--- src/psmc_pkg.sv ---
// shared constants, state encodings and register layout of the power mode controller
package psmc_pkg;

  ////////////////////////////////////////////////////////////////////////////////
  // apb register map (byte addresses) and field layout
  localparam logic [11:0] ADDR_CTRL        = 12'h000;
  localparam logic [11:0] ADDR_STATUS      = 12'h004;
  localparam int          CTRL_WIDTH       = 6;
  localparam int          CTRL_SLOW_BIT    = 0;
  localparam int          CTRL_DIV_LSB     = 1;
  localparam int          CTRL_OIE_BIT     = 3;
  localparam int          CTRL_LONGDLY_BIT = 4;
  localparam int          CTRL_WDGH_BIT    = 5;
  localparam logic [5:0]  CTRL_RESET       = 6'h00;
  localparam int          STAT_MODE_LSB    = 0;
  localparam int          STAT_GUARD_BIT   = 3;
  localparam int          STAT_WAKE_LSB    = 4;

  ////////////////////////////////////////////////////////////////////////////////
  // instruction decode and forced priority level
  localparam logic [7:0]  HALT_OPCODE      = 8'h8E;
  localparam logic [1:0]  CC_FORCE_VAL     = 2'h2;

  ////////////////////////////////////////////////////////////////////////////////
  // wake-up stabilisation delay, in master clock cycles
  localparam int          STAB_SHORT_CYC   = 256;
  localparam int          STAB_LONG_CYC    = 4096;
  localparam int          DLY_WIDTH        = 13;

  ////////////////////////////////////////////////////////////////////////////////
  // power modes, gray coded along run-slow-slowwait-wait and halt-stab
  typedef enum logic [2:0] {
    ST_RUN       = 3'h0,
    ST_SLOW      = 3'h1,
    ST_SLOW_WAIT = 3'h3,
    ST_WAIT      = 3'h2,
    ST_ACT_HALT  = 3'h6,
    ST_HALT      = 3'h7,
    ST_STAB      = 3'h5
  } psmc_state_t;

  typedef enum logic [1:0] {
    WK_IRQ    = 2'h0,
    WK_RESET  = 2'h1,
    WK_RESUME = 2'h3
  } psmc_wake_t;

  typedef struct packed {
    psmc_state_t          state;
    logic [5:0]           ctrl;
    logic [3:0]           div_cnt;
    logic [DLY_WIDTH-1:0] dly_cnt;
    logic                 guard;
    psmc_wake_t           wake;
    logic                 cc_force;
    logic                 service;
    logic                 rst_vec;
    logic                 wdg_rst;
    logic                 cpu_en;
    logic                 per_en;
    logic                 tb_en;
    logic                 osc_en;
    logic [31:0]          prdata;
    logic                 pslverr;
  } psmc_regs_t;

  localparam psmc_regs_t REGS_RESET = '{
    state: ST_RUN, ctrl: CTRL_RESET, div_cnt: 4'h0, dly_cnt: 13'h0000,
    guard: 1'b0, wake: WK_IRQ, cc_force: 1'b0, service: 1'b0, rst_vec: 1'b0,
    wdg_rst: 1'b0, cpu_en: 1'b1, per_en: 1'b1, tb_en: 1'b1, osc_en: 1'b1,
    prdata: 32'h0000_0000, pslverr: 1'b0};

endpackage : psmc_pkg
--- src/psmc_ctrl.sv ---
// power saving mode controller: run, slow, wait, slow-wait, active-halt and halt sequencing
`timescale 1ns/10ps

// Function
// - after reset the block runs with cpu and peripherals on the full master clock
// - slow mode enable divides the master clock by 2, 4, 8 or 16
// - wait entered from slow mode becomes slow-wait, peripherals keep divided clock
// - wait instruction stops the cpu, peripherals run on the current clock
// - entering wait forces the interrupt priority bits to binary 10
// - wait ends on any interrupt or reset, starting service or reset routine
// - the cpu stacks and restores the priority bits when servicing the wake interrupt
// - halt opcode enters halt when oscillator irq enable is 0, active-halt when 1
// - in active-halt only oscillator and time base run
// - active-halt ends on external, time-base irq or reset; irq wake has no delay
// - leaving active-halt uses the stabilisation delay only for reset wake
// - entering either halt forces priority bits to 10; pending irq wakes at once from active-halt, after the stabilisation delay from halt
// - with oscillator irq enable set, active-halt never causes a watchdog reset
// - halt switches the oscillator off and stops everything internal
// - halt exit restarts the oscillator and waits 256 or 4096 cycles first
// - an option bit chooses the 256 or 4096 cycle delay
// - a watchdog-halt option decides if halt with watchdog running gives a reset
// - opcode 8E is decoded as the halt instruction
module psmc_ctrl #(
  parameter logic [12:0] STAB_SHORT = 13'(psmc_pkg::STAB_SHORT_CYC),
  parameter logic [12:0] STAB_LONG  = 13'(psmc_pkg::STAB_LONG_CYC)
) (
  input  wire logic        clk_sys_in,
  input  wire logic        rst_in,
  input  wire logic        clk_en_in,
  // apb slave
  input  wire logic        psel_in,
  input  wire logic        penable_in,
  input  wire logic        pwrite_in,
  input  wire logic [11:0] paddr_in,
  input  wire logic [31:0] pwdata_in,
  output logic      [31:0] prdata_out,
  output logic             pready_out,
  output logic             pslverr_out,
  // cpu core
  input  wire logic        instr_valid_in,
  input  wire logic [7:0]  opcode_in,
  input  wire logic        wait_for_interrupt_instr_in,
  output logic             cc_force_out,
  output logic      [1:0]  cc_force_value_out,
  output logic             service_irq_out,
  output logic             reset_vector_out,
  // interrupt and reset sources
  input  wire logic        irq_any_in,
  input  wire logic        irq_ext_in,
  input  wire logic        irq_halt_in,
  input  wire logic        irq_time_base_in,
  input  wire logic        wake_reset_in,
  input  wire logic        wdg_enabled_in,
  output logic             wdg_reset_out,
  // clock controller
  output logic             cpu_clk_en_out,
  output logic             periph_clk_en_out,
  output logic             time_base_clk_en_out,
  output logic             osc_enable_out,
  output logic      [2:0]  mode_out
);

  ////////////////////////////////////////////////////////////////////////////////
  // decode helpers

  function automatic logic [3:0] div_mask(input logic [1:0] sel);
    case (sel)
      2'h0:    div_mask = 4'h1;
      2'h1:    div_mask = 4'h3;
      2'h2:    div_mask = 4'h7;
      default: div_mask = 4'hF;
    endcase
  endfunction : div_mask

  function automatic logic is_cpu_mode(input psmc_pkg::psmc_state_t st);
    is_cpu_mode = (st == psmc_pkg::ST_RUN) || (st == psmc_pkg::ST_SLOW);
  endfunction : is_cpu_mode

  function automatic logic is_halt_op(input logic [7:0] op);
    is_halt_op = (op == psmc_pkg::HALT_OPCODE);
  endfunction : is_halt_op

  ////////////////////////////////////////////////////////////////////////////////
  // state

  psmc_pkg::psmc_regs_t r_reg;
  psmc_pkg::psmc_regs_t r_next;

  logic       slow_mode_enable_bit;
  logic [1:0] slow_divider_select;
  logic       oscillator_interrupt_enable;
  logic       long_delay_option;
  logic       watchdog_halt_option;
  logic       cpu_active;
  logic       guard_abort;
  logic       halt_go;
  logic       wfi_go;
  logic       apb_setup;
  logic       apb_write;
  logic       addr_ok;
  logic [12:0] dly_load;
  psmc_pkg::psmc_state_t awake_state;

  assign slow_mode_enable_bit        = r_reg.ctrl[psmc_pkg::CTRL_SLOW_BIT];
  assign slow_divider_select         = r_reg.ctrl[psmc_pkg::CTRL_DIV_LSB +: 2];
  assign oscillator_interrupt_enable = r_reg.ctrl[psmc_pkg::CTRL_OIE_BIT];
  assign long_delay_option           = r_reg.ctrl[psmc_pkg::CTRL_LONGDLY_BIT];
  assign watchdog_halt_option        = r_reg.ctrl[psmc_pkg::CTRL_WDGH_BIT];

  assign cpu_active  = is_cpu_mode(r_reg.state);
  // post-wake guard: oscillator irq enable dropped before the delay expired
  assign guard_abort = cpu_active && r_reg.guard && (r_reg.dly_cnt != 13'h0000) &&
                       !oscillator_interrupt_enable;
  assign halt_go     = cpu_active && !guard_abort && !wake_reset_in &&
                       instr_valid_in && is_halt_op(opcode_in);
  assign wfi_go      = cpu_active && !guard_abort && !wake_reset_in && !halt_go &&
                       wait_for_interrupt_instr_in;
  assign dly_load    = long_delay_option ? STAB_LONG - 13'h0001
                                         : STAB_SHORT - 13'h0001;
  assign awake_state = slow_mode_enable_bit ? psmc_pkg::ST_SLOW : psmc_pkg::ST_RUN;

  assign apb_setup = psel_in && !penable_in;
  assign apb_write = psel_in && penable_in && pwrite_in && clk_en_in;
  assign addr_ok   = (paddr_in == psmc_pkg::ADDR_CTRL) || (paddr_in == psmc_pkg::ADDR_STATUS);

  ////////////////////////////////////////////////////////////////////////////////
  // next state

  always_comb begin
    logic tick;
    tick = 1'b0;
    r_next          = r_reg;
    r_next.cc_force = 1'b0;
    r_next.service  = 1'b0;
    r_next.rst_vec  = 1'b0;
    r_next.wdg_rst  = 1'b0;
    r_next.div_cnt  = r_reg.div_cnt + 4'h1;
    if (r_reg.dly_cnt != 13'h0000) begin
      r_next.dly_cnt = r_reg.dly_cnt - 13'h0001;
    end
    // one tick per divided period; run mode ticks every master cycle
    tick = !slow_mode_enable_bit ||
           ((r_reg.div_cnt & div_mask(slow_divider_select)) ==
            div_mask(slow_divider_select));

    // apb: read data captured in setup, write lands at the access edge
    if (apb_setup) begin
      r_next.pslverr = !addr_ok;
      r_next.prdata  = 32'h0000_0000;
      if (paddr_in == psmc_pkg::ADDR_CTRL) begin
        r_next.prdata[psmc_pkg::CTRL_WIDTH-1:0] = r_reg.ctrl;
      end else if (paddr_in == psmc_pkg::ADDR_STATUS) begin
        r_next.prdata[psmc_pkg::STAT_MODE_LSB +: 3] = r_reg.state;
        r_next.prdata[psmc_pkg::STAT_GUARD_BIT]     = r_reg.guard;
        r_next.prdata[psmc_pkg::STAT_WAKE_LSB +: 2] = r_reg.wake;
      end
    end
    if (apb_write && (paddr_in == psmc_pkg::ADDR_CTRL)) begin
      r_next.ctrl = pwdata_in[psmc_pkg::CTRL_WIDTH-1:0];
    end

    case (r_reg.state)
      psmc_pkg::ST_RUN, psmc_pkg::ST_SLOW: begin
        r_next.state = awake_state;
        if (r_reg.guard && (r_reg.dly_cnt == 13'h0000)) begin
          r_next.guard = 1'b0;
        end
        if (guard_abort) begin
          r_next.state = psmc_pkg::ST_STAB;
          r_next.wake  = psmc_pkg::WK_RESUME;
          r_next.guard = 1'b0;
        end else if (wake_reset_in) begin
          r_next.rst_vec = 1'b1;
        end else if (halt_go) begin
          r_next.cc_force = 1'b1;
          r_next.guard    = 1'b0;
          if (oscillator_interrupt_enable) begin
            r_next.state = psmc_pkg::ST_ACT_HALT;
          end else begin
            r_next.state   = psmc_pkg::ST_HALT;
            r_next.wdg_rst = wdg_enabled_in && watchdog_halt_option;
          end
        end else if (wfi_go) begin
          r_next.cc_force = 1'b1;
          r_next.state    = slow_mode_enable_bit ? psmc_pkg::ST_SLOW_WAIT
                                                 : psmc_pkg::ST_WAIT;
        end
      end
      psmc_pkg::ST_WAIT, psmc_pkg::ST_SLOW_WAIT: begin
        if (wake_reset_in) begin
          r_next.rst_vec = 1'b1;
          r_next.state   = awake_state;
        end else if (irq_any_in) begin
          r_next.service = 1'b1;
          r_next.state   = awake_state;
        end
      end
      psmc_pkg::ST_ACT_HALT: begin
        if (wake_reset_in) begin
          r_next.state   = psmc_pkg::ST_STAB;
          r_next.wake    = psmc_pkg::WK_RESET;
          r_next.dly_cnt = dly_load;
        end else if (irq_ext_in || irq_time_base_in) begin
          r_next.service = 1'b1;
          r_next.state   = awake_state;
          if (irq_time_base_in) begin
            r_next.guard   = 1'b1;
            r_next.dly_cnt = dly_load;
          end
        end
      end
      psmc_pkg::ST_HALT: begin
        if (wake_reset_in) begin
          r_next.state   = psmc_pkg::ST_STAB;
          r_next.wake    = psmc_pkg::WK_RESET;
          r_next.dly_cnt = dly_load;
        end else if (irq_halt_in) begin
          r_next.state   = psmc_pkg::ST_STAB;
          r_next.wake    = psmc_pkg::WK_IRQ;
          r_next.dly_cnt = dly_load;
        end
      end
      psmc_pkg::ST_STAB: begin
        if (r_reg.dly_cnt == 13'h0000) begin
          r_next.state   = awake_state;
          r_next.service = (r_reg.wake == psmc_pkg::WK_IRQ);
          r_next.rst_vec = (r_reg.wake == psmc_pkg::WK_RESET);
        end
      end
      default: begin
        r_next.state = psmc_pkg::ST_RUN;
      end
    endcase

    // clock gates follow the mode being entered
    r_next.cpu_en = tick && is_cpu_mode(r_next.state);
    r_next.per_en = tick && (is_cpu_mode(r_next.state) ||
                             (r_next.state == psmc_pkg::ST_WAIT) ||
                             (r_next.state == psmc_pkg::ST_SLOW_WAIT));
    // a guard abort rests in the stab state with the oscillator running, not in full halt
    r_next.osc_en = (r_next.state != psmc_pkg::ST_HALT);
    r_next.tb_en  = (r_next.state != psmc_pkg::ST_HALT);
  end

  always_ff @(posedge clk_sys_in or posedge rst_in) begin
    if (rst_in) begin
      r_reg <= psmc_pkg::REGS_RESET;
    end else if (clk_en_in) begin
      r_reg <= r_next;
    end
  end

  ////////////////////////////////////////////////////////////////////////////////
  // outputs

  assign prdata_out           = r_reg.prdata;
  // no wait states: an enabled access phase completes in its first cycle
  assign pready_out           = clk_en_in;
  assign pslverr_out          = r_reg.pslverr;
  assign cc_force_out         = r_reg.cc_force;
  assign cc_force_value_out   = psmc_pkg::CC_FORCE_VAL;
  assign service_irq_out      = r_reg.service;
  assign reset_vector_out     = r_reg.rst_vec;
  assign wdg_reset_out        = r_reg.wdg_rst;
  assign cpu_clk_en_out       = r_reg.cpu_en;
  assign periph_clk_en_out    = r_reg.per_en;
  assign time_base_clk_en_out = r_reg.tb_en;
  assign osc_enable_out       = r_reg.osc_en;
  assign mode_out             = r_reg.state;
endmodule : psmc_ctrl

--- config.mk ---
export PLATFORM = sky130hd
export DESIGN_NAME = psmc_ctrl
export DESIGN_NICKNAME = d
export VERILOG_FILES = /design/src/psmc_pkg.sv /design/src/psmc_ctrl.sv
export SDC_FILE = /design/constraint.sdc
export NUM_CORES = 1
export LEC_CHECK = 0
export ABC_AREA = 1
export BUFFER_PORTS_ARGS = -buffer_cell sky130_fd_sc_hd__buf_4
export CAP_MARGIN = 40
export CORE_MARGIN = 3
export CORE_UTILIZATION = 35
export DETAILED_ROUTE_END_ITERATION = 7
export SYNTH_ARGS = -nofsm -noshare
export SYNTH_HDL_FRONTEND = slang
export SYNTH_SLANG_ARGS = --single-unit
--- constraint.sdc ---
create_clock -name clk_sys_in -period 2.4 [get_ports clk_sys_in]
set_clock_uncertainty 0.2 [all_clocks]
set_input_delay 0.48 -clock clk_sys_in [delete_from_list [all_inputs] [get_ports clk_sys_in]]
set_output_delay 0.48 -clock clk_sys_in [all_outputs]
set_load 0.005 [all_outputs]
==> metrics.txt <==
DRC violations left 0; Clock Tree Buf Depth 2; minimum clock period ~2.2 ns; pin count of the biggest net entering global routing 44; r2r startpoint r_reg[44]; delay-heaviest family, CP simple AND/OR/NAND/NOR gates; NetSw just under 0.0007 W; Leakage 1.71 nW; Max Freq between 400 and 500 MHz; switching share of power 34.7%; RSZ-0062 raised after global routing no; Final setup violation count 0; Hold-fix buffers, CTS 0; Required @ worst endpoint roughly 2.4 ns; Die Width slightly below 100 µm; DRT iter0 DRCs between 100 and 150; worst r2r dst mode_out[0]; Area Growth Syn to Fin 17.3%; initial antenna violation count 0; most numerous cell in the Yosys netlist nand2_1; vias per std cell approximately 4.7; TritonCTS Buffers 5; final wirelength between 6 and 7 mm; Die Area a little over 9000 µm²; DRT Pass-1 Iters 5; total of warnings raised by yosys 0; R2R cell count 11; total power after layout between 0.0015 and 0.002 W; Placement Cell Area between 3000 and 4000 µm²; FILL cells roughly 830; post-layout net count approximately 500; Via Count 2477; status finished clean; Worst Setup Start Kind flop; Slew @ Worst Pin about 0.58 ns; DP Worst Slack just under 0.3 ns; Chip Height just under 100 µm; Non-Filler Cell Area, Final roughly 3300 µm²; Synth area leader dfrtp_1; top cell type's share of synthesized area approximately a third; final worst slack roughly 0.24 ns; logic gate share of total power a little over a quarter; area of the multi-input gates 1390 µm²; antenna cells 0; gr usage total 15.7%; WP buf/inv 2; VDD IR max roughly 0.25 mV; Port Buffers between 50 and 60; headroom to the max-slew limit between 60 and 70%; Top-Level Pins ~110; DRT antenna net count 0; Internal 0.00129 W; Post-synth EDFFs 0; Async S/R FF share, synth 100%; CTS tree built; clock slew at reported path FFs around 0.09 ns; Slew Limit Fails 0; CP dominant cell by count nand2_1; Worst Hold Class primary input to asynchronous set/reset pin; Mapped Area approximately 2900 µm²; post-synth cell types 41; Post-CTS Resized 0; critical path cell sequence inv_1 -> ha_1 -> nand2_4 -> nor2_8 -> nand2_8 -> inv_2 -> a31oi_1 -> a211oi_1 -> nand2_1 -> nand2_1 -> nand2_1; Skew-Pair Late Insertion Delay 0.30 ns; Worst Path Arrival 2.16 ns; Synth top cells by count 69 x nand2_1, 40 x dfrtp_1, 40 x inv_1; crit-path max FO 8; Most used DFF post-synth dfrtp_1; layout cells sized above 1 23.5%; clock sinks 43; Seq/Total Area, Yosys a little under two fifths; average cell area after synthesis around 7.8 µm²; Final Cycle Share between 90% and 100%; Setup Buffers After CTS 0; Placer Congestion between 0.8 and 0.9; CORE AREA 7810 µm²; Storage cell area roughly 1100 µm²; vias in the first global route 2339; Crit. End Element flop; final global-route overflow total 0; # rows 32; Seq pwr share slightly below 50%; setup TNS 0 ns; first-pass GRT wire length 11.3 mm; Syn Inst Count 365; starting density of the core between 30% and 40%; Wirelength per Cell about 13 µm; Clock power frac around a quarter; Final Hold Fails 0; Detail Placement HPWL ~5.3 mm; pwr dens between 500 and 600 nW/µm²; CP max stage cell dfrtp_1; Crit path largest cell delay 0.38 ns; H-tree depth 2; Yosys reg bits 43; clock root buffer clkbuf_8; max reg flops 24; Synth area leaders dfrtp_1 35%, buf_4 10%, nand2_1 9.1%; reg2reg setup slack 0.24 ns; CP Class flop to flop; max cap viols 0
placed cells by master, fill, tap and decap left out, drive strengths merged, types with 6 or more instances in the layout:
cell     n
nand2   74
buf     67
nor2    43
inv     42
dfrtp   40
conb    28
o21ai   24
a21oi   18
nand3   18
a22oi   10
clkbuf   6
nor3     6
area by class of cell:
type / instances / share of cell area (%)
inverter: 43 / 4.83
tap: 102 / 3.82
multi-input combinational: 260 / 41.5
sequential: 43 / 32.3
clock buffer: 6 / 2.17
timing repair buffer: 67 / 15.0
clock inverter: 2 / 0.374
tightest hold or removal path, cell delays in order:
cell	delay, ns
buf_4	0.10
inv_1	0.04
buf_4	0.46
worst max path at each step:
| stage | start | end | slack [ns] | cells past startpoint |
|---|---|---|---|---|
| floorplan | mode_out[1] | mode_out[0] | 0.48 | 13 |
| global placement | r_reg[44] | mode_out[0] | 0.30 | 11 |
| detailed placement | r_reg[44] | mode_out[0] | 0.29 | 11 |
| CTS | mode_out[1] | cpu_clk_en_out | 0.27 | 10 |
| global route | r_reg[44] | osc_enable_out | 0.05 | 10 |
| finish | r_reg[44] | mode_out[0] | 0.24 | 11 |
cell families after synthesis:
logic type | synth area share, %
AO/OA/AOI/OAI | 15.1
XOR/XNOR | 1.54
adder cells (fa/ha/maj) | 2.19
buffers and inverters | 16.9
flip-flops | 37.9
multiplexers | 0.395
other | 0.263
AND/OR/NAND/NOR | 25.8
routing by layer:
metal  wire length, µm  vias up  share of wire (%)  track usage, %
li1                  -     1242                  -               -
met1              3110     1163                 45            20.7
met2              3400       65                 49            26.2
met3               342        7                4.9            2.89
met4                64        0               0.93            3.91
met5                 0        -                  0               0
power groups by stage:
stage | combinational (W) | sequential [W] | clock, W
2_1_floorplan | 0.000406 | 0.000968 | 0
3_3_place_gp | 0.000513 | 0.000991 | 0
3_5_place_dp | 0.000535 | 0.000990 | 0
4_1_cts | 0.000535 | 0.000979 | 0.000485
5_1_grt | 0.000612 | 0.00100 | 0.000513
6_report | 0.000528 | 0.000979 | 0.000472
stage by stage:
stage	hold WS, ns	instances	utilization, %
floorplan	0.237	391	-
global placement	0.259	515	41.7
detailed placement	0.253	515	41.7
CTS	0.147	523	42.8
global route	0.180	523	42.8
finish	0.119	523	42.8
(Power assumes the default switching activity.)
